`src/include/lsu_pkg.sv`:
```
// Constants and types for the load/store forwarding and segment stage.
// Assumes one core clock domain shared with issue logic and data cache.
package lsu_pkg;
  localparam int ADDR_W = 32;
  localparam int DATA_W = 128;
  localparam int CNT_W = 32;
  localparam int SEGS = 6;
  localparam int ALIAS_BITS = 12;
  localparam int LINE_OFS_W = 6;
  localparam int CHUNK_OFS_W = 2;
  localparam int CHUNKS_PER_LINE = 16;
  localparam logic [5:0] LINE_SPLIT_OFS = 6'h30;
  // Access size as log2 of bytes
  localparam logic [2:0] SZ_1 = 3'h0;
  localparam logic [2:0] SZ_4 = 3'h2;
  localparam logic [2:0] SZ_FWD_MAX = 3'h3;
  localparam logic [2:0] SZ_16 = 3'h4;
  localparam logic [4:0] SPLIT_PEN_CYC = 5'h0e;
  localparam logic [4:0] SEG_BASE_PEN_CYC = 5'h01;
  localparam logic [4:0] CHUNK_PEN_CYC = 5'h01;
  localparam logic [3:0] GAP_SLOW = 4'h9;
  localparam logic [3:0] GAP_FAST = 4'h2;
  localparam logic [3:0] GAP_NONE = 4'h1;
  typedef enum logic [2:0] {
    DATA_SEGMENT = 3'h0,
    EXTRA_SEGMENT = 3'h1,
    CODE_SEGMENT = 3'h2,
    STACK_SEGMENT = 3'h3,
    THIRD_EXTRA_SEGMENT = 3'h4,
    FOURTH_EXTRA_SEGMENT = 3'h5
  } seg_sel_t;
  typedef enum logic [2:0] {
    ST_IDLE = 3'h0,
    ST_PEN = 3'h1,
    ST_RES = 3'h3,
    ST_DRAIN = 3'h2,
    ST_ACCESS = 3'h6
  } lsu_state_t;
endpackage

```
`src/include/fwd_if.sv`:
```
// Lookup between the stage and its forwarding comparator.
// Purely combinational; all signals in the core clock domain.
`timescale 1ns/1ns
`default_nettype none
interface fwd_if;
  logic ld_int;
  logic [31:0] ld_addr;
  logic [2:0] ld_size;
  logic st_valid;
  logic st_int;
  logic [31:0] st_addr;
  logic [2:0] st_size;
  logic hit;
  logic overlap;
  logic narrower;
  modport lsu (
    output ld_int, ld_addr, ld_size, st_valid, st_int, st_addr, st_size,
    input hit, overlap, narrower
  );
  modport unit (
    input ld_int, ld_addr, ld_size, st_valid, st_int, st_addr, st_size,
    output hit, overlap, narrower
  );
endinterface
`default_nettype wire

```
`src/fwd_unit.sv`:
```
// Forwarding comparator: pending store against the load in hand.
// Assumes the caller presents stable fields for a whole cycle.
`timescale 1ns/1ns
`default_nettype none
module fwd_unit (
  fwd_if.unit port
);
  import lsu_pkg::*;
  wire logic [12:0] st_lo;
  wire logic [12:0] ld_lo;
  wire logic [12:0] st_end;
  wire logic [12:0] ld_end;
  wire logic same_addr;
  // Only the low address bits take part, so aliases match
  assign st_lo = {1'b0, port.st_addr[ALIAS_BITS-1:0]};
  assign ld_lo = {1'b0, port.ld_addr[ALIAS_BITS-1:0]};
  assign st_end = st_lo + (13'h0001 << port.st_size);
  assign ld_end = ld_lo + (13'h0001 << port.ld_size);
  assign same_addr = st_lo == ld_lo;
  assign port.overlap = port.st_valid && (st_lo < ld_end) && (ld_lo < st_end);
  assign port.narrower = port.overlap && (port.ld_size < port.st_size)
    && (ld_lo >= st_lo) && (ld_end <= st_end);
  assign port.hit = port.st_valid && port.st_int && port.ld_int
    && (port.st_size == port.ld_size) && same_addr
    && (port.st_size <= SZ_FWD_MAX);
endmodule
`default_nettype wire

```
`src/lsu_seg_stage.sv`:
```
// Memory-access stage: forwarding, line split, chunk and segment penalties.
// Assumes the data cache answers each request pulse with one response pulse.
`timescale 1ns/1ns
`default_nettype none
module lsu_seg_stage #(
  parameter int CNT_W = lsu_pkg::CNT_W,
  parameter int DATA_W = lsu_pkg::DATA_W
) (
  input wire logic core_clk,
  input wire logic rst,
  input wire logic req_valid,
  input wire logic req_is_load,
  input wire logic req_is_int,
  input wire logic [2:0] req_size,
  input wire logic [lsu_pkg::ADDR_W-1:0] req_addr,
  input wire lsu_pkg::seg_sel_t req_seg,
  input wire logic req_string_dst,
  input wire logic [DATA_W-1:0] req_wdata,
  input wire logic [lsu_pkg::SEGS-1:0][lsu_pkg::ADDR_W-1:0] seg_base,
  output logic issue_stall,
  output logic dc_req_valid,
  output logic dc_req_we,
  output logic [lsu_pkg::ADDR_W-1:0] dc_req_addr,
  output logic [2:0] dc_req_size,
  output logic [DATA_W-1:0] dc_req_wdata,
  input wire logic dc_resp_valid,
  input wire logic dc_hazard,
  input wire logic [DATA_W-1:0] dc_resp_data,
  output logic load_valid,
  output logic load_fwd,
  output logic [DATA_W-1:0] load_data,
  output logic [CNT_W-1:0] memory_replay_event_count
);
  import lsu_pkg::*;

  if (DATA_W < 128 || CNT_W < 1) begin : g_chk
    $error("lsu_seg_stage: DATA_W below 128 or CNT_W below 1");
  end

  fwd_if fwd ();
  fwd_unit u_fwd (.port(fwd));

  lsu_state_t st_r, st_nxt;
  logic [4:0] pen_r, pen_nxt;
  logic [3:0] gap_r;
  logic pulse;
  logic op_v_r, op_load_r, op_int_r;
  logic [ADDR_W-1:0] op_addr_r;
  logic [2:0] op_size_r;
  logic [DATA_W-1:0] op_data_r;
  logic pend_v_r, pend_int_r;
  logic [ADDR_W-1:0] pend_addr_r;
  logic [2:0] pend_size_r;
  logic [DATA_W-1:0] pend_data_r;
  logic last_v_r;
  logic [ADDR_W-1:0] last_addr_r;

  wire logic take;
  wire logic [ADDR_W-1:0] base;
  wire logic base_nz;
  wire logic base_al;
  wire logic extra34;
  wire logic fast_seg;
  wire logic [3:0] gap_w;
  wire logic [3:0] gap_nxt;
  wire logic split_w;
  wire logic chunk_w;
  wire logic [4:0] pen_w;
  wire logic resp_ok;
  wire logic resp_bad;
  wire logic res_load;
  wire logic install;
  wire logic fwd_done;
  wire logic acc_done;
  wire logic replay_inc;

  assign take = req_valid && !issue_stall;
  assign base = seg_base[req_seg];
  assign base_nz = |base;
  assign base_al = base[LINE_OFS_W-1:0] == '0;
  assign extra34 = (req_seg == THIRD_EXTRA_SEGMENT)
    || (req_seg == FOURTH_EXTRA_SEGMENT);
  assign fast_seg = (req_seg == DATA_SEGMENT) || extra34
    || (req_seg == EXTRA_SEGMENT && req_string_dst);
  // Least spacing between this operation and the next one taken
  assign gap_w = (base_nz && !base_al) ? GAP_SLOW
    : base_nz ? (fast_seg ? GAP_FAST : GAP_SLOW)
    : extra34 ? GAP_FAST : GAP_NONE;
  assign gap_nxt = take ? 4'(gap_w - GAP_NONE)
    : (gap_r != '0) ? 4'(gap_r - 4'h1) : '0;
  assign split_w = req_is_load && (req_size == SZ_16)
    && (req_addr[LINE_OFS_W-1:0] > LINE_SPLIT_OFS);
  // Chunk index is the address above the two byte bits
  assign chunk_w = (req_size < SZ_4) && last_v_r
    && (req_addr[ADDR_W-1:CHUNK_OFS_W] == last_addr_r[ADDR_W-1:CHUNK_OFS_W])
    && (req_addr[CHUNK_OFS_W-1:0] != last_addr_r[CHUNK_OFS_W-1:0]);
  assign pen_w = (split_w ? SPLIT_PEN_CYC : 5'h00)
    + (base_nz ? SEG_BASE_PEN_CYC : 5'h00)
    + (chunk_w ? CHUNK_PEN_CYC : 5'h00);
  assign resp_ok = dc_resp_valid && !dc_hazard;
  assign resp_bad = dc_resp_valid && dc_hazard;
  assign res_load = (st_r == ST_RES) && op_load_r;
  assign install = ((st_r == ST_RES) && !op_load_r && !pend_v_r)
    || ((st_r == ST_DRAIN) && resp_ok && op_v_r && !op_load_r);
  assign fwd_done = res_load && fwd.hit;
  assign acc_done = (st_r == ST_ACCESS) && resp_ok;
  assign replay_inc = resp_bad
    || (res_load && !fwd.hit && fwd.narrower);

  assign fwd.ld_int = op_int_r;
  assign fwd.ld_addr = op_addr_r;
  assign fwd.ld_size = op_size_r;
  assign fwd.st_valid = pend_v_r;
  assign fwd.st_int = pend_int_r;
  assign fwd.st_addr = pend_addr_r;
  assign fwd.st_size = pend_size_r;

  always_comb begin
    st_nxt = st_r;
    pen_nxt = pen_r;
    pulse = 1'b0;
    unique case (st_r)
      ST_IDLE: begin
        if (take) begin
          pen_nxt = pen_w;
          st_nxt = (pen_w != '0) ? ST_PEN : ST_RES;
        end else if (pend_v_r) begin
          st_nxt = ST_DRAIN;
          pulse = 1'b1;
        end
      end
      ST_PEN: begin
        pen_nxt = 5'(pen_r - 5'h01);
        if (pen_r == 5'h01) begin
          st_nxt = ST_RES;
        end
      end
      ST_RES: begin
        if (!op_load_r) begin
          st_nxt = pend_v_r ? ST_DRAIN : ST_IDLE;
          pulse = pend_v_r;
        end else if (fwd.hit) begin
          st_nxt = ST_IDLE;
        end else begin
          // Overlapping store must reach the cache first
          st_nxt = fwd.overlap ? ST_DRAIN : ST_ACCESS;
          pulse = 1'b1;
        end
      end
      ST_DRAIN: begin
        if (resp_bad) begin
          pulse = 1'b1;
        end else if (resp_ok) begin
          st_nxt = (op_v_r && op_load_r) ? ST_ACCESS : ST_IDLE;
          pulse = op_v_r && op_load_r;
        end
      end
      ST_ACCESS: begin
        if (resp_bad) begin
          pulse = 1'b1;
        end else if (resp_ok) begin
          st_nxt = ST_IDLE;
        end
      end
      default: st_nxt = ST_IDLE;
    endcase
  end

  always_ff @(posedge core_clk) begin
    if (rst) begin
      st_r <= ST_IDLE;
      pen_r <= '0;
      gap_r <= '0;
      issue_stall <= 1'b0;
      op_v_r <= 1'b0;
      last_v_r <= 1'b0;
    end else begin
      st_r <= st_nxt;
      pen_r <= pen_nxt;
      gap_r <= gap_nxt;
      issue_stall <= (st_nxt != ST_IDLE) || (gap_nxt != '0);
      op_v_r <= take || (op_v_r && st_nxt != ST_IDLE);
      last_v_r <= last_v_r || take;
    end
  end

  always_ff @(posedge core_clk) begin
    if (take) begin
      op_load_r <= req_is_load;
      op_int_r <= req_is_int;
      op_addr_r <= req_addr;
      op_size_r <= req_size;
      op_data_r <= req_wdata;
      last_addr_r <= req_addr;
    end
  end

  always_ff @(posedge core_clk) begin
    if (rst) begin
      pend_v_r <= 1'b0;
    end else if (install) begin
      pend_v_r <= 1'b1;
    end else if (st_r == ST_DRAIN && resp_ok) begin
      pend_v_r <= 1'b0;
    end
  end

  always_ff @(posedge core_clk) begin
    if (install) begin
      pend_int_r <= op_int_r;
      pend_addr_r <= op_addr_r;
      pend_size_r <= op_size_r;
      pend_data_r <= op_data_r;
    end
  end

  always_ff @(posedge core_clk) begin
    if (rst) begin
      dc_req_valid <= 1'b0;
      dc_req_we <= 1'b0;
      dc_req_addr <= '0;
      dc_req_size <= SZ_1;
      dc_req_wdata <= '0;
    end else begin
      dc_req_valid <= pulse;
      if (pulse) begin
        dc_req_we <= st_nxt == ST_DRAIN;
        dc_req_addr <= (st_nxt == ST_DRAIN) ? pend_addr_r : op_addr_r;
        dc_req_size <= (st_nxt == ST_DRAIN) ? pend_size_r : op_size_r;
        dc_req_wdata <= pend_data_r;
      end
    end
  end

  always_ff @(posedge core_clk) begin
    if (rst) begin
      load_valid <= 1'b0;
      load_fwd <= 1'b0;
      load_data <= '0;
      memory_replay_event_count <= '0;
    end else begin
      load_valid <= fwd_done || acc_done;
      load_fwd <= fwd_done;
      if (fwd_done) begin
        load_data <= pend_data_r;
      end else if (acc_done) begin
        load_data <= dc_resp_data;
      end
      if (replay_inc) begin
        memory_replay_event_count <= memory_replay_event_count + 1'b1;
      end
    end
  end
endmodule
`default_nettype wire

```
`config.mk`:
```
export PLATFORM = sky130hd
export DESIGN_NAME = lsu_seg_stage
export DESIGN_NICKNAME = d
export VERILOG_FILES = /design/src/include/lsu_pkg.sv /design/src/include/fwd_if.sv /design/src/fwd_unit.sv /design/src/lsu_seg_stage.sv
export SDC_FILE = /design/constraint.sdc
export NUM_CORES = 1
export LEC_CHECK = 0
export ABC_CLOCK_PERIOD_IN_PS = 8400
export BUFFER_PORTS_ARGS = -buffer_cell sky130_fd_sc_hd__buf_4
export CORE_AREA = 2 2 319 321
export CTS_CLUSTER_DIAMETER = 120
export CTS_CLUSTER_SIZE = 16
export DETAILED_ROUTE_END_ITERATION = 6
export DIE_AREA = 0 0 321 323
export PLACE_DENSITY = 0.5
export SLEW_MARGIN = 15
export SYNTH_ARGS = -nofsm -noshare
export SYNTH_HDL_FRONTEND = slang
export SYNTH_SLANG_ARGS = --single-unit
```
`constraint.sdc`:
```
create_clock -name core_clk -period 8.4 [get_ports core_clk]
set_input_delay 0.84 -clock core_clk [delete_from_list [all_inputs] [get_ports core_clk]]
set_output_delay 0.84 -clock core_clk [all_outputs]
set_load 0.1 [all_outputs]
```
## Word level (Yosys, flattened, before mapping)

Index checks and enable logic that the tools add are counted.

- Memory bits (writable): 0
- Bits in latches: 0
- Bits in registers: 672
- Memory bits (read-only): 0
- Memories: 0

- Shift-type cells: 2
- Add/subtract/negate cells: 8
- Eq/ne operators: 15
- Multiplexer cells: 41
- Multiply operators: 0
- Bitwise gates (word level): 0
- Reduce and logical (&&, ||, !) cells: 59
- Magnitude comparators: 9
- Divide/modulo/power cells: 0

Operators by type and width:

| kind | count |
|---|---|
| $mux 128 | 2 |
| $bmux 32 s3 | 1 |
| $mux 32 | 2 |
| $mux 3 | 12 |
| $add 32x1->32 const B | 1 |
| $logic_and 1x1->1 | 32 |
| $reduce_or 32->1 | 1 |
| $eq 30x30->1 | 1 |
| $add 12x13->13 | 2 |
| $lt 12x13->1 | 2 |
| $shl 1x3->13 const A | 2 |
| $mux 4 | 6 |
| $pmux 3 s5 | 1 |
| $le 13x13->1 | 1 |
| $eq 12x12->1 | 1 |
| $eq 3x3->1 const B | 4 |
| $ge 12x12->1 | 1 |
| $mux 1 | 11 |
| $pmux 5 s2 | 1 |
| $eq 3x2->1 const B | 3 |
| $logic_or 1x1->1 | 9 |
| $reduce_bool 4->1 | 2 |
| $sub 4x1->4 const B | 2 |
| $eq 3x1->1 const B | 2 |
| other kinds (22) | 32 |

## Logic depth before layout (Yosys ltp)

Gate-level depths: netlist of run 1.

- Depth after elaboration: 13
- Depth in mapped cells: 23
- Mapped depth without buffers: 21

## By module

From an unflattened synthesis of run 1, not the netlist that was laid out.

- Cell total of the unflattened synthesis: 2484
- Area, all modules: 26746.9 µm²

Modules (own cells, without submodules):

| module | area each (µm²) | cells an instance | instances | sequential area each (µm²) |
|---|---|---|---|---|
| lsu_seg_stage | 24633.6 | 2202 | 1 | 16746.1 |
| fwd_unit | 2113.3 | 282 | 1 | 0.0 |

## Worst setup path before layout of run 1

Ideal clock, no wire load.

- Kind: register -> register
- Start: register issue_stall
- End: register dc_req_addr[0] (netlist name)
- Period minus slack after synthesis: 6.912 ns
- Required time: 8.314 ns
- Path buffers: 3
- Setup slack: 1.488 ns
- Arrival: 6.826 ns
- Stages on the path, launching flop included: 11
- Setup time: 0.086 ns
- Cell sequence: dfxtp_1 -> nand2b_1 -> buf_2 -> clkinv_1 -> nor4b_1 -> a31oi_1 -> o21ai_0 -> clkbuf_1 -> buf_1 -> nor2_1 -> a211oi_1

- Word-level cells in the longest chain between the ends: 6
- Elaborated cells between the ends (all ways): 8

RTL lines:

| element | line | source |
|---|---|---|
| start: declaration | lsu_seg_stage.sv:20 | `output logic issue_stall,` |
| start signal: assignment | lsu_seg_stage.sv:181 | `issue_stall <= (st_nxt != ST_IDLE) \|\| (gap_nxt != '0);` |
| $logic_not 1->1 * | lsu_seg_stage.sv:77 | `assign take = req_valid && !issue_stall;` |
| $logic_and 1x1->1 * | lsu_seg_stage.sv:77 |  |
| named net take | lsu_seg_stage.sv:58 | `wire logic take;` |
| $mux 3 | lsu_seg_stage.sv:124 | `if (take) begin` |
| $pmux 3 s5 | lsu_seg_stage.sv:122 | `unique case (st_r)` |
| $eq 3x2->1 | lsu_seg_stage.sv:228 | `dc_req_addr <= (st_nxt == ST_DRAIN) ? pend_addr_r : op_addr_r;` |
| $mux 32 | lsu_seg_stage.sv:228 |  |
| end signal: assignment | lsu_seg_stage.sv:228 |  |
| end: declaration | lsu_seg_stage.sv:23 | `output logic [lsu_pkg::ADDR_W-1:0] dc_req_addr,` |

Mark *: on every way through the listed nets, which the timed path passes. The rest lies on a longest branch.
A chain may end at the register's enable or synchronous reset.

## Worst setup path after layout of run 1

- Start: register op_size_r[0] (netlist: fwd.ld_size[0])
- End: register memory_replay_event_count[10]

- Word-level cells in the longest chain between the ends: 10
- Elaborated cells between the ends (all ways): 18

RTL lines:

| element | line | source |
|---|---|---|
| start: declaration | lsu_seg_stage.sv:49 | `logic [2:0] op_size_r;` |
| start signal: assignment | lsu_seg_stage.sv:192 | `op_size_r <= req_size;` |
| $shl 1x3->13 | fwd_unit.sv:18 | `assign ld_end = ld_lo + (13'h0001 << port.ld_size);` |
| $add 12x13->13 | fwd_unit.sv:18 |  |
| $lt 12x13->1 | fwd_unit.sv:20 | `assign port.overlap = port.st_valid && (st_lo < ld_end) && (ld_lo < st_end);` |
| $logic_and 1x1->1 (2 in series) | fwd_unit.sv:20 |  |
| $logic_and 1x1->1 | fwd_unit.sv:21 | `assign port.narrower = port.overlap && (port.ld_size < port.st_size)` |
| $logic_and 1x1->1 (2 in series) | fwd_unit.sv:22 | `&& (ld_lo >= st_lo) && (ld_end <= st_end);` |
| $logic_and 1x1->1 * | lsu_seg_stage.sv:108 | `\|\| (res_load && !fwd.hit && fwd.narrower);` |
| $logic_or 1x1->1 * | lsu_seg_stage.sv:108 |  |
| end signal: assignment | lsu_seg_stage.sv:250 | `memory_replay_event_count <= memory_replay_event_count + 1'b1;` |
| end: declaration | lsu_seg_stage.sv:32 | `output logic [CNT_W-1:0] memory_replay_event_count` |

Mark *: on every way between the ends. The rest lies on a longest branch, timed or not.

==> impl_metrics.py, run 1 <==
metrics = {
    "place": {
        "gp_congestion": 0.849,
        "dpl.hpwl_um": 68400,
        "portBuffers": 821,
        "dp_cells": 4403,
    },
    "sta": {
        "finalSetupTns_ns": 0,
        "slew_headroom": 0.257,
        "worst_slew_pin_slew_ns": 1.11,
        "rsz0062_at_grt": "no",
        "timing.final.crit_period_ns": 5.87,
        "finalHoldViolCount": 0,
        "slew_viol_final": 0,
        "max_clock_freq_ghz": 0.170,
        "final.period_utilization": 0.699,
        "setup_viol": 0,
        "clock_skew_ns": 0.0261,
    },
    "drt": {
        "drtIter0Drc": 1360,
        "routed-via-count": 21200,
        "wirelength_um": 96300,
        "firstDrtPassIters": 5,
        "viasPerCell": 4.71,
        "wl_per_cell_um": 21.4,
        "postRouteAntennaNets": 0,
        "drc": 0,
    },
    "global_routing": {
        "grt_remaining_overflow": 0,
        "antenna_found_initial": 15,
        "grtUsageTotal": 0.175,
        "top_usage_layer": "met2",
        "use_met2": 0.281,
        "grt_max_degree": 177,
        "use_met3": 0.0466,
        "grtUsageMet1": 0.233,
        "first_global_vias": 20400,
        "grt_pass1_wl_um": 137000,
    },
    "floorplanning": {
        "rows": 117,
        "die_y_um": 323,
        "start_util": 0.268,
        "core_sq_mm": 0.101,
        "die_x_um": 321,
        "io_pins": 822,
        "die-area_sq_mm": 0.104,
    },
    "synth": {
        "ys.flop_type": "dfxtp_1",
        "syn_inst": 2400,
        "avgSynthCellArea_sq_um": 11.3,
        "ys_types": 63,
        "syn-cell-area_sq_mm": 0.0270,
        "synth_edf_count": 329,
        "seq_area_frac_synth": 0.620,
        "synthArstFlopShare": 0,
        "yosys_warnings": 0,
        "mappedNetlistNets": 2969,
        "ys_ff_latch": 672,
    },
    "final_layout": {
        "final_cell_mix": "buf_4 (839), dfxtp_1 (343), edfxtp_1 (329)",
        "multi_input_area_sq_mm": 0.00956,
        "syn_to_final_growth_pct": 33.2,
        "drive_gt1_frac": 0.287,
        "ff_latch_area_sq_mm": 0.0167,
        "fin_cells": 4501,
        "num-fill-cells": 10200,
        "final_nets": 3713,
        "final_common_cell": "buf_4",
    },
    "critical_path": {
        "cp.arrival_ns": 6.40,
        "critPathRequiredTime_ns": 8.93,
        "critPathKind": "register to register",
        "crit_path_end": "memory_replay_event_count[10]",
        "critical_path.startpoint_type": "register",
        "r2r_end": "memory_replay_event_count[10]",
        "r2r_start": "fwd.ld_size[0]",
        "r2r_cells": 21,
        "cp_max_fo": 58,
        "crit_start": "fwd.ld_size[0]",
        "endpoint_kind": "register",
        "regToRegSetupSlack_ns": 2.53,
    },
    "clock_network": {
        "tritoncts": "yes",
        "root_buffer": "clkbuf_16",
        "insertion_delay_ns": 0.64,
        "clkTransAtPathRegs_ns": 0.08,
        "cts_resized": 0,
        "cts_setup_buffers": 0,
        "cts_buffer_depth": 3,
        "cts.sinks": 672,
        "cts_hold_buf": 0,
        "cts_buffers": 48,
        "h-tree-depth": 2,
    },
    "hold_path": {
        "min_from": "req_wdata[0]",
        "holdPathStages": 1,
        "hold_path.class": "primary input to register",
    },
    "run_status": {
        "status": "completed",
    },
    "pwr": {
        "p_per_area_mw_per_mm2": 191,
        "power_leakage_uw": 0.0146,
        "ir_worst_vdd_v": 0.000147,
    },
    "run": {
        "maxCapViolCount": 0,
    },
}
==> cell usage after synthesis, types with 7 or more instances <==
| library cell | instances | area, sq um |
|---|---|---|
| o21ai_0 | 73 | 365 |
| or3_1 | 15 | 93.8 |
| xor2_1 | 36 | 315 |
| and2_1 | 7 | 43.8 |
| nand4_1 | 23 | 144 |
| and3_1 | 12 | 75.1 |
| xnor2_1 | 18 | 158 |
| a211oi_1 | 167 | 1250 |
| nor4_1 | 52 | 325 |
| nor3_1 | 17 | 85.1 |
| nor4b_1 | 10 | 87.6 |
| clkbuf_1 | 125 | 469 |
| nand2_1 | 288 | 1080 |
| ha_1 | 73 | 913 |
| nor2_1 | 213 | 800 |
| or4_1 | 19 | 143 |
| edfxtp_1 | 329 | 9880 |
| o31ai_1 | 15 | 113 |
| buf_1 | 16 | 60.1 |
| buf_2 | 7 | 35.0 |
| a21o_1 | 14 | 105 |
| o21a_1 | 7 | 52.6 |
| mux2i_1 | 130 | 1300 |
| nor2b_1 | 8 | 50.1 |
| a21oi_1 | 189 | 946 |
| a31oi_1 | 43 | 269 |
| dfxtp_1 | 343 | 6870 |
| nand3_1 | 25 | 125 |
| nand2b_1 | 10 | 62.6 |
| inv_1 | 47 | 176 |
==> where the power goes <==
group	internal (uW)	leakage, uW	total (uW)	switching [uW]
registers	3580	0.00580	3650	70.7
clock network	1140	0.000689	2340	1200
logic	304	0.00814	874	570
==> layer usage <==
metal  share of wire  vias to the layer above  routed length, um
li1                -                    10300                  -
met1            0.44                    10200              42500
met2            0.47                      565              45100
met3           0.069                      101               6640
met4           0.020                        8               1960
met5         0.00062                        -                 60
==> registers in the layout, indices dropped and copies added, names as in the netlist, 3 cells and up <==
name,flops
dc_req_wdata,128
load_data,128
op_data_r,128
pend_data_r,128
dc_req_addr,32
fwd.st_addr,32
last_addr_r,32
memory_replay_event_count,32
pen_r,5
gap_r,4
dc_req_size,3
fwd.ld_size,3
fwd.st_size,3
st_r,3
==> stage by stage <==
stage	utilization	hold WS [ns]	area [sq um]	total power (uW)	setup WS, ns
final	0.357	0.371	36000	6860	2.53
after CTS	0.357	0.301	35900	6970	2.53
after global placement	0.342	0.400	34500	4600	2.63
after floorplan	-	0.400	27000	4220	1.49
after global routing	0.357	0.312	36000	7150	2.12
after detailed placement	0.342	0.405	34500	4600	2.58
==> worst max-delay path: stages, from the launching register on <==
cell and delay (ns):
edfxtp_1 0.48, inv_1 0.12, or3_1 0.43, inv_1 0.07, ha_1 0.21, a21o_1 0.17, a21oi_1 0.22, o21ai_0 0.11
a21oi_1 0.24, o21bai_1 0.12, a211oi_1 0.30, nor2_1 0.13, xnor2_1 0.14, ha_1 0.30, and3_1 0.18, a221o_1 0.30
a21o_1 0.19, a21oi_1 0.15, o21ai_1 0.14, o41a_2 0.89, nor4b_1 0.47, mux2_2 0.37
==> final cells by class <==
class,instances,area share
inverter,49,0.00553
antenna,9,0.000626
multi-input combinational,1531,0.266
timing repair buffer,842,0.177
clock buffer,86,0.0388
tap,1309,0.0455
clock inverter,3,0.00160
sequential,672,0.466
==> logic make-up (layout without fill, tap and decap cells) <==
| group | count (synthesis) | in the layout | synth area share |
|---|---|---|---|
| DFF | 672 | 672 | 0.620 |
| buffers and inverters | 197 | 980 | 0.0277 |
| adders and majority gates | 75 | 75 | 0.0353 |
| AOI/OAI and AO/OA | 547 | 547 | 0.127 |
| and+or+nand+nor | 721 | 721 | 0.123 |
| xor gates and xnor gates | 54 | 54 | 0.0175 |
| other | 0 | 9 | 0 |
| muxes | 134 | 134 | 0.0498 |
==> worst min-delay path by stage <==
stage	slack (ns)	to
6_report	0.37	op_data_r[0]
5_1_grt	0.31	op_data_r[122]
4_1_cts	0.30	op_data_r[22]
3_5_place_dp	0.40	pend_data_r[113]
3_3_place_gp	0.40	pend_data_r[124]
2_1_floorplan	0.40	pend_data_r[0]
Note: power is estimated with default switching activity, not from simulation.
==> inputs of run 2 (changes only) <==
--- a/config.mk
+++ b/config.mk
@@ -5,14 +5,15 @@
 export SDC_FILE = /design/constraint.sdc
 export NUM_CORES = 1
 export LEC_CHECK = 0
-export ABC_CLOCK_PERIOD_IN_PS = 8400
+export ABC_AREA = 1
+export ABC_CLOCK_PERIOD_IN_PS = 5000
 export BUFFER_PORTS_ARGS = -buffer_cell sky130_fd_sc_hd__buf_4
-export CORE_AREA = 2 2 319 321
+export CORE_AREA = 2 2 324 326
 export CTS_CLUSTER_DIAMETER = 120
 export CTS_CLUSTER_SIZE = 16
 export DETAILED_ROUTE_END_ITERATION = 6
-export DIE_AREA = 0 0 321 323
-export PLACE_DENSITY = 0.5
+export DIE_AREA = 0 0 326 328
+export PLACE_DENSITY = 0.52
 export SLEW_MARGIN = 15
 export SYNTH_ARGS = -nofsm -noshare
 export SYNTH_HDL_FRONTEND = slang
==> constraint.sdc (replaced) <==
create_clock -name core_clk -period 5 [get_ports core_clk]
set_input_delay 0.5 -clock core_clk [delete_from_list [all_inputs] [get_ports core_clk]]
set_output_delay 0.5 -clock core_clk [all_outputs]
set_load 0.1 [all_outputs]
==> impl_metrics.py, run 2 <==
metrics = {
    "synth": {
        "avgSynthCellArea_sq_um": 9.59,
        "synthTopCellsByArea": "edfxtp_1 (35%), dfxtp_1 (24%), nand2_1 (7.1%), inv_1 (4.4%), a311oi_1 (4.0%)",
        "yosys.area.top_type": "edfxtp_1",
        "synth_common_cells": "nand2_1 (537), dfxtp_1 (343), inv_1 (330)",
        "synth.most_common_cell": "nand2_1",
        "synth_edf_count": 329,
        "synth.top_cell.area_share": 0.349,
        "ys_ff_latch": 672,
        "syn_inst": 2948,
        "ys.flop_type": "dfxtp_1",
        "synthArstFlopShare": 0,
        "yosys_warnings": 0,
        "seq_area_frac_synth": 0.592,
        "syn-cell-area_sq_mm": 0.0283,
        "mappedNetlistNets": 3517,
        "ys_types": 50,
    },
    "pwr": {
        "ir_worst_vdd_v": 0.000216,
        "finalPower_uw": 12100,
        "power_leakage_uw": 0.0164,
        "p_per_area_mw_per_mm2": 315,
    },
    "floorplanning": {
        "die_y_um": 328,
        "io_pins": 822,
        "die-area_sq_mm": 0.107,
        "rows": 118,
        "die_x_um": 326,
        "start_util": 0.274,
        "core_sq_mm": 0.103,
    },
    "sta": {
        "timing.final.crit_period_ns": 4.19,
        "finalHoldViolCount": 0,
        "clock_skew_ns": 0.0279,
        "setup_viol": 0,
        "whs_ns": 0.0618,
        "slew_headroom": 0.242,
        "worst_slew_pin_slew_ns": 1.14,
        "rsz0062_at_grt": "no",
        "final.period_utilization": 0.837,
        "max_clock_freq_ghz": 0.239,
        "slew_viol_final": 0,
        "finalSetupTns_ns": 0,
    },
    "place": {
        "dp_cells": 5025,
        "dpl.hpwl_um": 74800,
        "placed_area_sq_mm": 0.0358,
        "gp_congestion": 0.856,
        "portBuffers": 821,
    },
    "final_layout": {
        "final_common_cell": "buf_4",
        "ff_latch_area_sq_mm": 0.0167,
        "finish.instance_area_sq_mm": 0.0385,
        "num-fill-cells": 10500,
        "multi_input_area_sq_mm": 0.00952,
        "final_cell_mix": "buf_4 (845), nand2_1 (537), dfxtp_1 (343)",
        "syn_to_final_growth_pct": 36.1,
        "drive_gt1_frac": 0.247,
        "fin_cells": 5247,
        "final_nets": 4383,
    },
    "clock_network": {
        "cts_resized": 0,
        "h-tree-depth": 2,
        "root_buffer": "clkbuf_16",
        "insertion_delay_ns": 0.64,
        "clkTransAtPathRegs_ns": 0.08,
        "tritoncts": "yes",
        "cts_buffers": 50,
        "cts.sinks": 672,
        "cts_buffer_depth": 3,
    },
    "drt": {
        "drc": 0,
        "wl_per_cell_um": 19.8,
        "wirelength_um": 104000,
        "firstDrtPassIters": 7,
        "viasPerCell": 4.62,
        "postRouteAntennaNets": 0,
        "routed-via-count": 24200,
        "drtIter0Drc": 1561,
    },
    "global_routing": {
        "grtUsageTotal": 0.186,
        "grt_max_degree": 193,
        "antenna_found_initial": 18,
        "grt_pass1_wl_um": 152000,
        "first_global_vias": 23800,
        "grt_remaining_overflow": 0,
    },
    "run_status": {
        "status": "completed",
    },
    "hold_path": {
        "holdPathStages": 1,
        "hold_path.class": "primary input to register",
    },
    "critical_path": {
        "cp.arrival_ns": 4.76,
        "endpoint_kind": "register",
        "critPathKind": "register to register",
        "cp_max_fo": 36,
        "critical_path.startpoint_type": "register",
        "critPathRequiredTime_ns": 5.57,
        "r2r_cells": 24,
    },
    "run": {
        "maxCapViolCount": 0,
    },
}
run 2: through the flow:
step,util,worst slack [ns]
floorplan,-,0.177
global placement,0.347,0.616
detailed placement,0.347,0.658
CTS,0.372,0.780
global route,0.373,0.346
finish,0.373,0.815
run 2: path summary, 6_finish.rpt:
kind	start	end	slack [ns]
worst max-delay path	fwd.ld_size[1]	dc_req_addr[9]	0.81
worst min-delay path	req_wdata[43]	op_data_r[43]	0.06
worst max register to register	fwd.ld_size[1]	dc_req_addr[9]	0.81
worst min register to register	op_data_r[120]	pend_data_r[120]	0.41
run 2: where the power goes:
| group | switching [uW] | total (uW) | leakage, uW | internal, uW |
|---|---|---|---|---|
| logic | 1260 | 1900 | 0.00987 | 637 |
| registers | 131 | 6200 | 0.00580 | 6070 |
| clock network | 2070 | 4000 | 0.000713 | 1930 |
run 2: repair_timing:
item | CTS | global route
hold buffers | 117 | 0
buffers inserted | 0 | 0
endpoints found under the hold margin | 117 | 0
run 2: area by class of cell:
| cell class | count | area share |
|---|---|---|
| Inverter | 339 | 0.0336 |
| Tap cell | 1380 | 0.0449 |
| Multi-Input combinational cell | 1781 | 0.247 |
| Timing Repair Buffer | 970 | 0.199 |
| Clock buffer | 86 | 0.0363 |
| Sequential cell | 672 | 0.435 |
| Antenna cell | 12 | 0.000781 |
| Clock inverter | 7 | 0.00237 |
run 2: kinds of logic after synthesis:
logic type / after synthesis / synth area share
DFF: 672 / 0.592
xor gates and xnor gates: 66 / 0.0204
AOI/OAI and AO/OA: 554 / 0.118
and+or+nand+nor: 1086 / 0.163
adders and majority gates: 75 / 0.0337
buffers and inverters: 495 / 0.0720
run 2: critical path, cell delays in order (launching register included):
cell	delay [ns]
edfxtp_1	0.51
inv_1	0.17
nor3_1	0.08
ha_1	0.33
inv_1	0.09
o311ai_0	0.52
nand2_1	0.08
a21boi_0	0.32
xor2_1	0.15
ha_1	0.30
nand2_1	0.05
inv_1	0.06
nand2_1	0.05
nor3b_1	0.19
nand4_1	0.12
nand2_1	0.09
inv_1	0.04
nand2_1	0.13
nand2_4	0.07
nand3_4	0.05
buf_4	0.39
nand2_1	0.11
nand3_1	0.09
nand2_1	0.07
inv_1	0.05
run 2: layer usage:
metal / track usage / part of all wire
met3: 0.0473 / 0.070
met5: 0 / 0.00025
met1: 0.222 / 0.40
met4: 0.0693 / 0.035
met2: 0.323 / 0.49
==> inputs of run 3 (changes only) <==
--- a/config.mk
+++ b/config.mk
@@ -5,15 +5,15 @@
 export SDC_FILE = /design/constraint.sdc
 export NUM_CORES = 1
 export LEC_CHECK = 0
-export ABC_AREA = 1
-export ABC_CLOCK_PERIOD_IN_PS = 5000
+export ABC_AREA = 0
+export ABC_CLOCK_PERIOD_IN_PS = 4200
 export BUFFER_PORTS_ARGS = -buffer_cell sky130_fd_sc_hd__buf_4
-export CORE_AREA = 2 2 324 326
+export CORE_AREA = 2 2 319 321
 export CTS_CLUSTER_DIAMETER = 120
 export CTS_CLUSTER_SIZE = 16
 export DETAILED_ROUTE_END_ITERATION = 6
-export DIE_AREA = 0 0 326 328
-export PLACE_DENSITY = 0.52
+export DIE_AREA = 0 0 321 323
+export PLACE_DENSITY = 0.5
 export SLEW_MARGIN = 15
 export SYNTH_ARGS = -nofsm -noshare
 export SYNTH_HDL_FRONTEND = slang
==> constraint.sdc (replaced) <==
create_clock -name core_clk -period 4.2 [get_ports core_clk]
set_input_delay 0.42 -clock core_clk [delete_from_list [all_inputs] [get_ports core_clk]]
set_output_delay 0.42 -clock core_clk [all_outputs]
set_load 0.1 [all_outputs]
==> impl_metrics.py, run 3 (synthesized netlist as in run 1, its figures left out) <==
metrics = {
    "critical_path": {
        "r2r_start": "fwd.ld_size[2]",
        "critPathRequiredTime_ns": 4.76,
        "r2r_end": "memory_replay_event_count[23]",
        "crit_path_end": "memory_replay_event_count[23]",
        "regToRegSetupSlack_ns": -0.65,
        "crit_start": "fwd.ld_size[2]",
        "critPathKind": "register to register",
        "endpoint_kind": "register",
        "r2r_cells": 21,
        "cp.arrival_ns": 5.41,
        "critical_path.startpoint_type": "register",
        "cp_max_fo": 29,
    },
    "place": {
        "dpl.hpwl_um": 72200,
        "portBuffers": 821,
        "dp_worst_setup_slack_ns": -0.692,
        "placed_area_sq_mm": 0.0357,
        "gp_congestion": 0.881,
    },
    "clock_network": {
        "h-tree-depth": 2,
        "cts_buffers": 48,
        "root_buffer": "clkbuf_16",
        "tritoncts": "yes",
        "cts.sinks": 672,
        "clkTransAtPathRegs_ns": 0.08,
        "cts_buffer_depth": 3,
        "insertion_delay_ns": 0.64,
    },
    "drt": {
        "wl_per_cell_um": 21.1,
        "drtIter0Drc": 1405,
        "met2WireLength_um": 47700,
        "routed-via-count": 22400,
        "viasPerCell": 4.67,
        "wl_met3_um": 6790,
        "drc": 0,
        "wl_met1_um": 44900,
        "highest_layer": "met5",
        "postRouteAntennaNets": 0,
        "wirelength_um": 102000,
        "firstDrtPassIters": 7,
    },
    "sta": {
        "finalHoldViolCount": 0,
        "max_clock_freq_ghz": 0.206,
        "setup_viol": 69,
        "worst_slew_pin_slew_ns": 1.29,
        "setup_ws_ns": -0.648,
        "timing.final.crit_period_ns": 4.85,
        "slew_viol_final": 0,
        "whs_ns": 0.133,
        "slew_headroom": 0.139,
        "clock_skew_ns": 0.0257,
        "rsz0062_at_grt": "yes",
        "final.period_utilization": 1.15,
    },
    "final_layout": {
        "fin_util": 0.391,
        "final_nets": 4024,
        "syn_to_final_growth_pct": 45.7,
        "num-fill-cells": 10000,
        "final_common_cell": "buf_4",
        "drive_gt1_frac": 0.316,
        "finish.instance_area_sq_mm": 0.0394,
        "final_cell_mix": "buf_4 (955), dfxtp_1 (343), edfxtp_1 (329)",
    },
    "hold_path": {
        "min_from": "dc_resp_data[92]",
        "hold_path.class": "primary input to register",
    },
    "pwr": {
        "p_int_uw": 10200,
        "seqPwrFrac": 0.519,
        "p_sw_frac": 0.270,
        "comb_power_share": 0.150,
        "finalPower_uw": 14000,
        "power_frac_clock": 0.331,
        "power_leakage_uw": 0.0162,
        "p_per_area_mw_per_mm2": 356,
        "ir_worst_vdd_v": 0.000287,
        "power.switching_uw": 3780,
    },
    "global_routing": {
        "grtUsageTotal": 0.186,
        "first_global_vias": 21900,
        "grt_remaining_overflow": 0,
        "grt_max_degree": 166,
        "grt_pass1_wl_um": 146000,
        "antenna_found_initial": 7,
    },
    "floorplanning": {
        "die-area_sq_mm": 0.104,
        "rows": 117,
        "core_sq_mm": 0.101,
        "io_pins": 822,
        "die_y_um": 323,
        "die_x_um": 321,
        "start_util": 0.268,
    },
    "run_status": {
        "status": "finished, violations left",
        "violations": "setup timing",
    },
    "run": {
        "maxCapViolCount": 0,
    },
}
-- run 3: worst max-delay path, stage by stage (launching register included) --
cell and delay [ns]:
edfxtp_1 0.44, or3_4 0.43, inv_2 0.08, ha_4 0.18, a21o_1 0.16, a21oi_2 0.13, o21ai_1 0.09, a21oi_2 0.15
o21bai_1 0.13, a211oi_2 0.28, nor2_2 0.08, xnor2_1 0.14, ha_1 0.31, and3_4 0.16, a221o_1 0.30, a21o_1 0.17
a21oi_2 0.15, o21ai_2 0.09, o41a_4 0.48, buf_12 0.18, or4_1 0.47, a21oi_1 0.16
-- run 3: layout make-up --
cell class	instances	area, sq um	area share
antenna	4	10.0	0.000254
clock buffer	83	1370	0.0349
clock inverter	4	60.1	0.00153
inverter	49	195	0.00496
multi-input combinational	1531	9810	0.249
sequential	672	16700	0.426
tap	1309	1640	0.0416
timing repair buffer	1153	9520	0.242
-- run 3: how the worst min path moves through the flow --
stage               slack (ns)          endpoint  cells after the start
floorplan                 0.40    pend_data_r[0]                      0
global placement          0.40   pend_data_r[99]                      0
detailed placement        0.40  pend_data_r[121]                      0
CTS                       0.07     load_data[92]                      3
global route               0.1     load_data[21]                      3
finish                    0.13     load_data[92]                      3
-- run 3: per-stage QoR --
step | std cells | TNS (ns)
3_5_place_dp | 4530 | -34.68
4_1_cts | 4801 | -26.04
6_report | 4805 | -31.02
2_1_floorplan | 2400 | -16.93
3_3_place_gp | 4530 | -31.49
5_1_grt | 4804 | -48.64
-- run 3: power groups by stage --
stage / Clock, uW / Sequential [uW] / Combinational, uW
2_1_floorplan: 0 / 7830 / 598
3_3_place_gp: 0 / 7420 / 1930
3_5_place_dp: 0 / 7420 / 1930
4_1_cts: 4830 / 7270 / 2120
5_1_grt: 5050 / 7300 / 2260
6_report: 4630 / 7270 / 2110
-- run 3: repair_timing --
item	CTS	global route
buffers inserted	12	0
endpoints found under the setup margin	69	69
hold endpoints to repair	165	0
hold buffers	165	0
resized for setup	34	17
pin swaps	41	1
gates cloned	7	0
-- run 3: routing by layer --
layer | global-route usage | vias up
met5 | 0 | -
met3 | 0.0476 | 106
met1 | 0.247 | 10800
met2 | 0.303 | 617
met4 | 0.0435 | 8
li1 | - | 10900
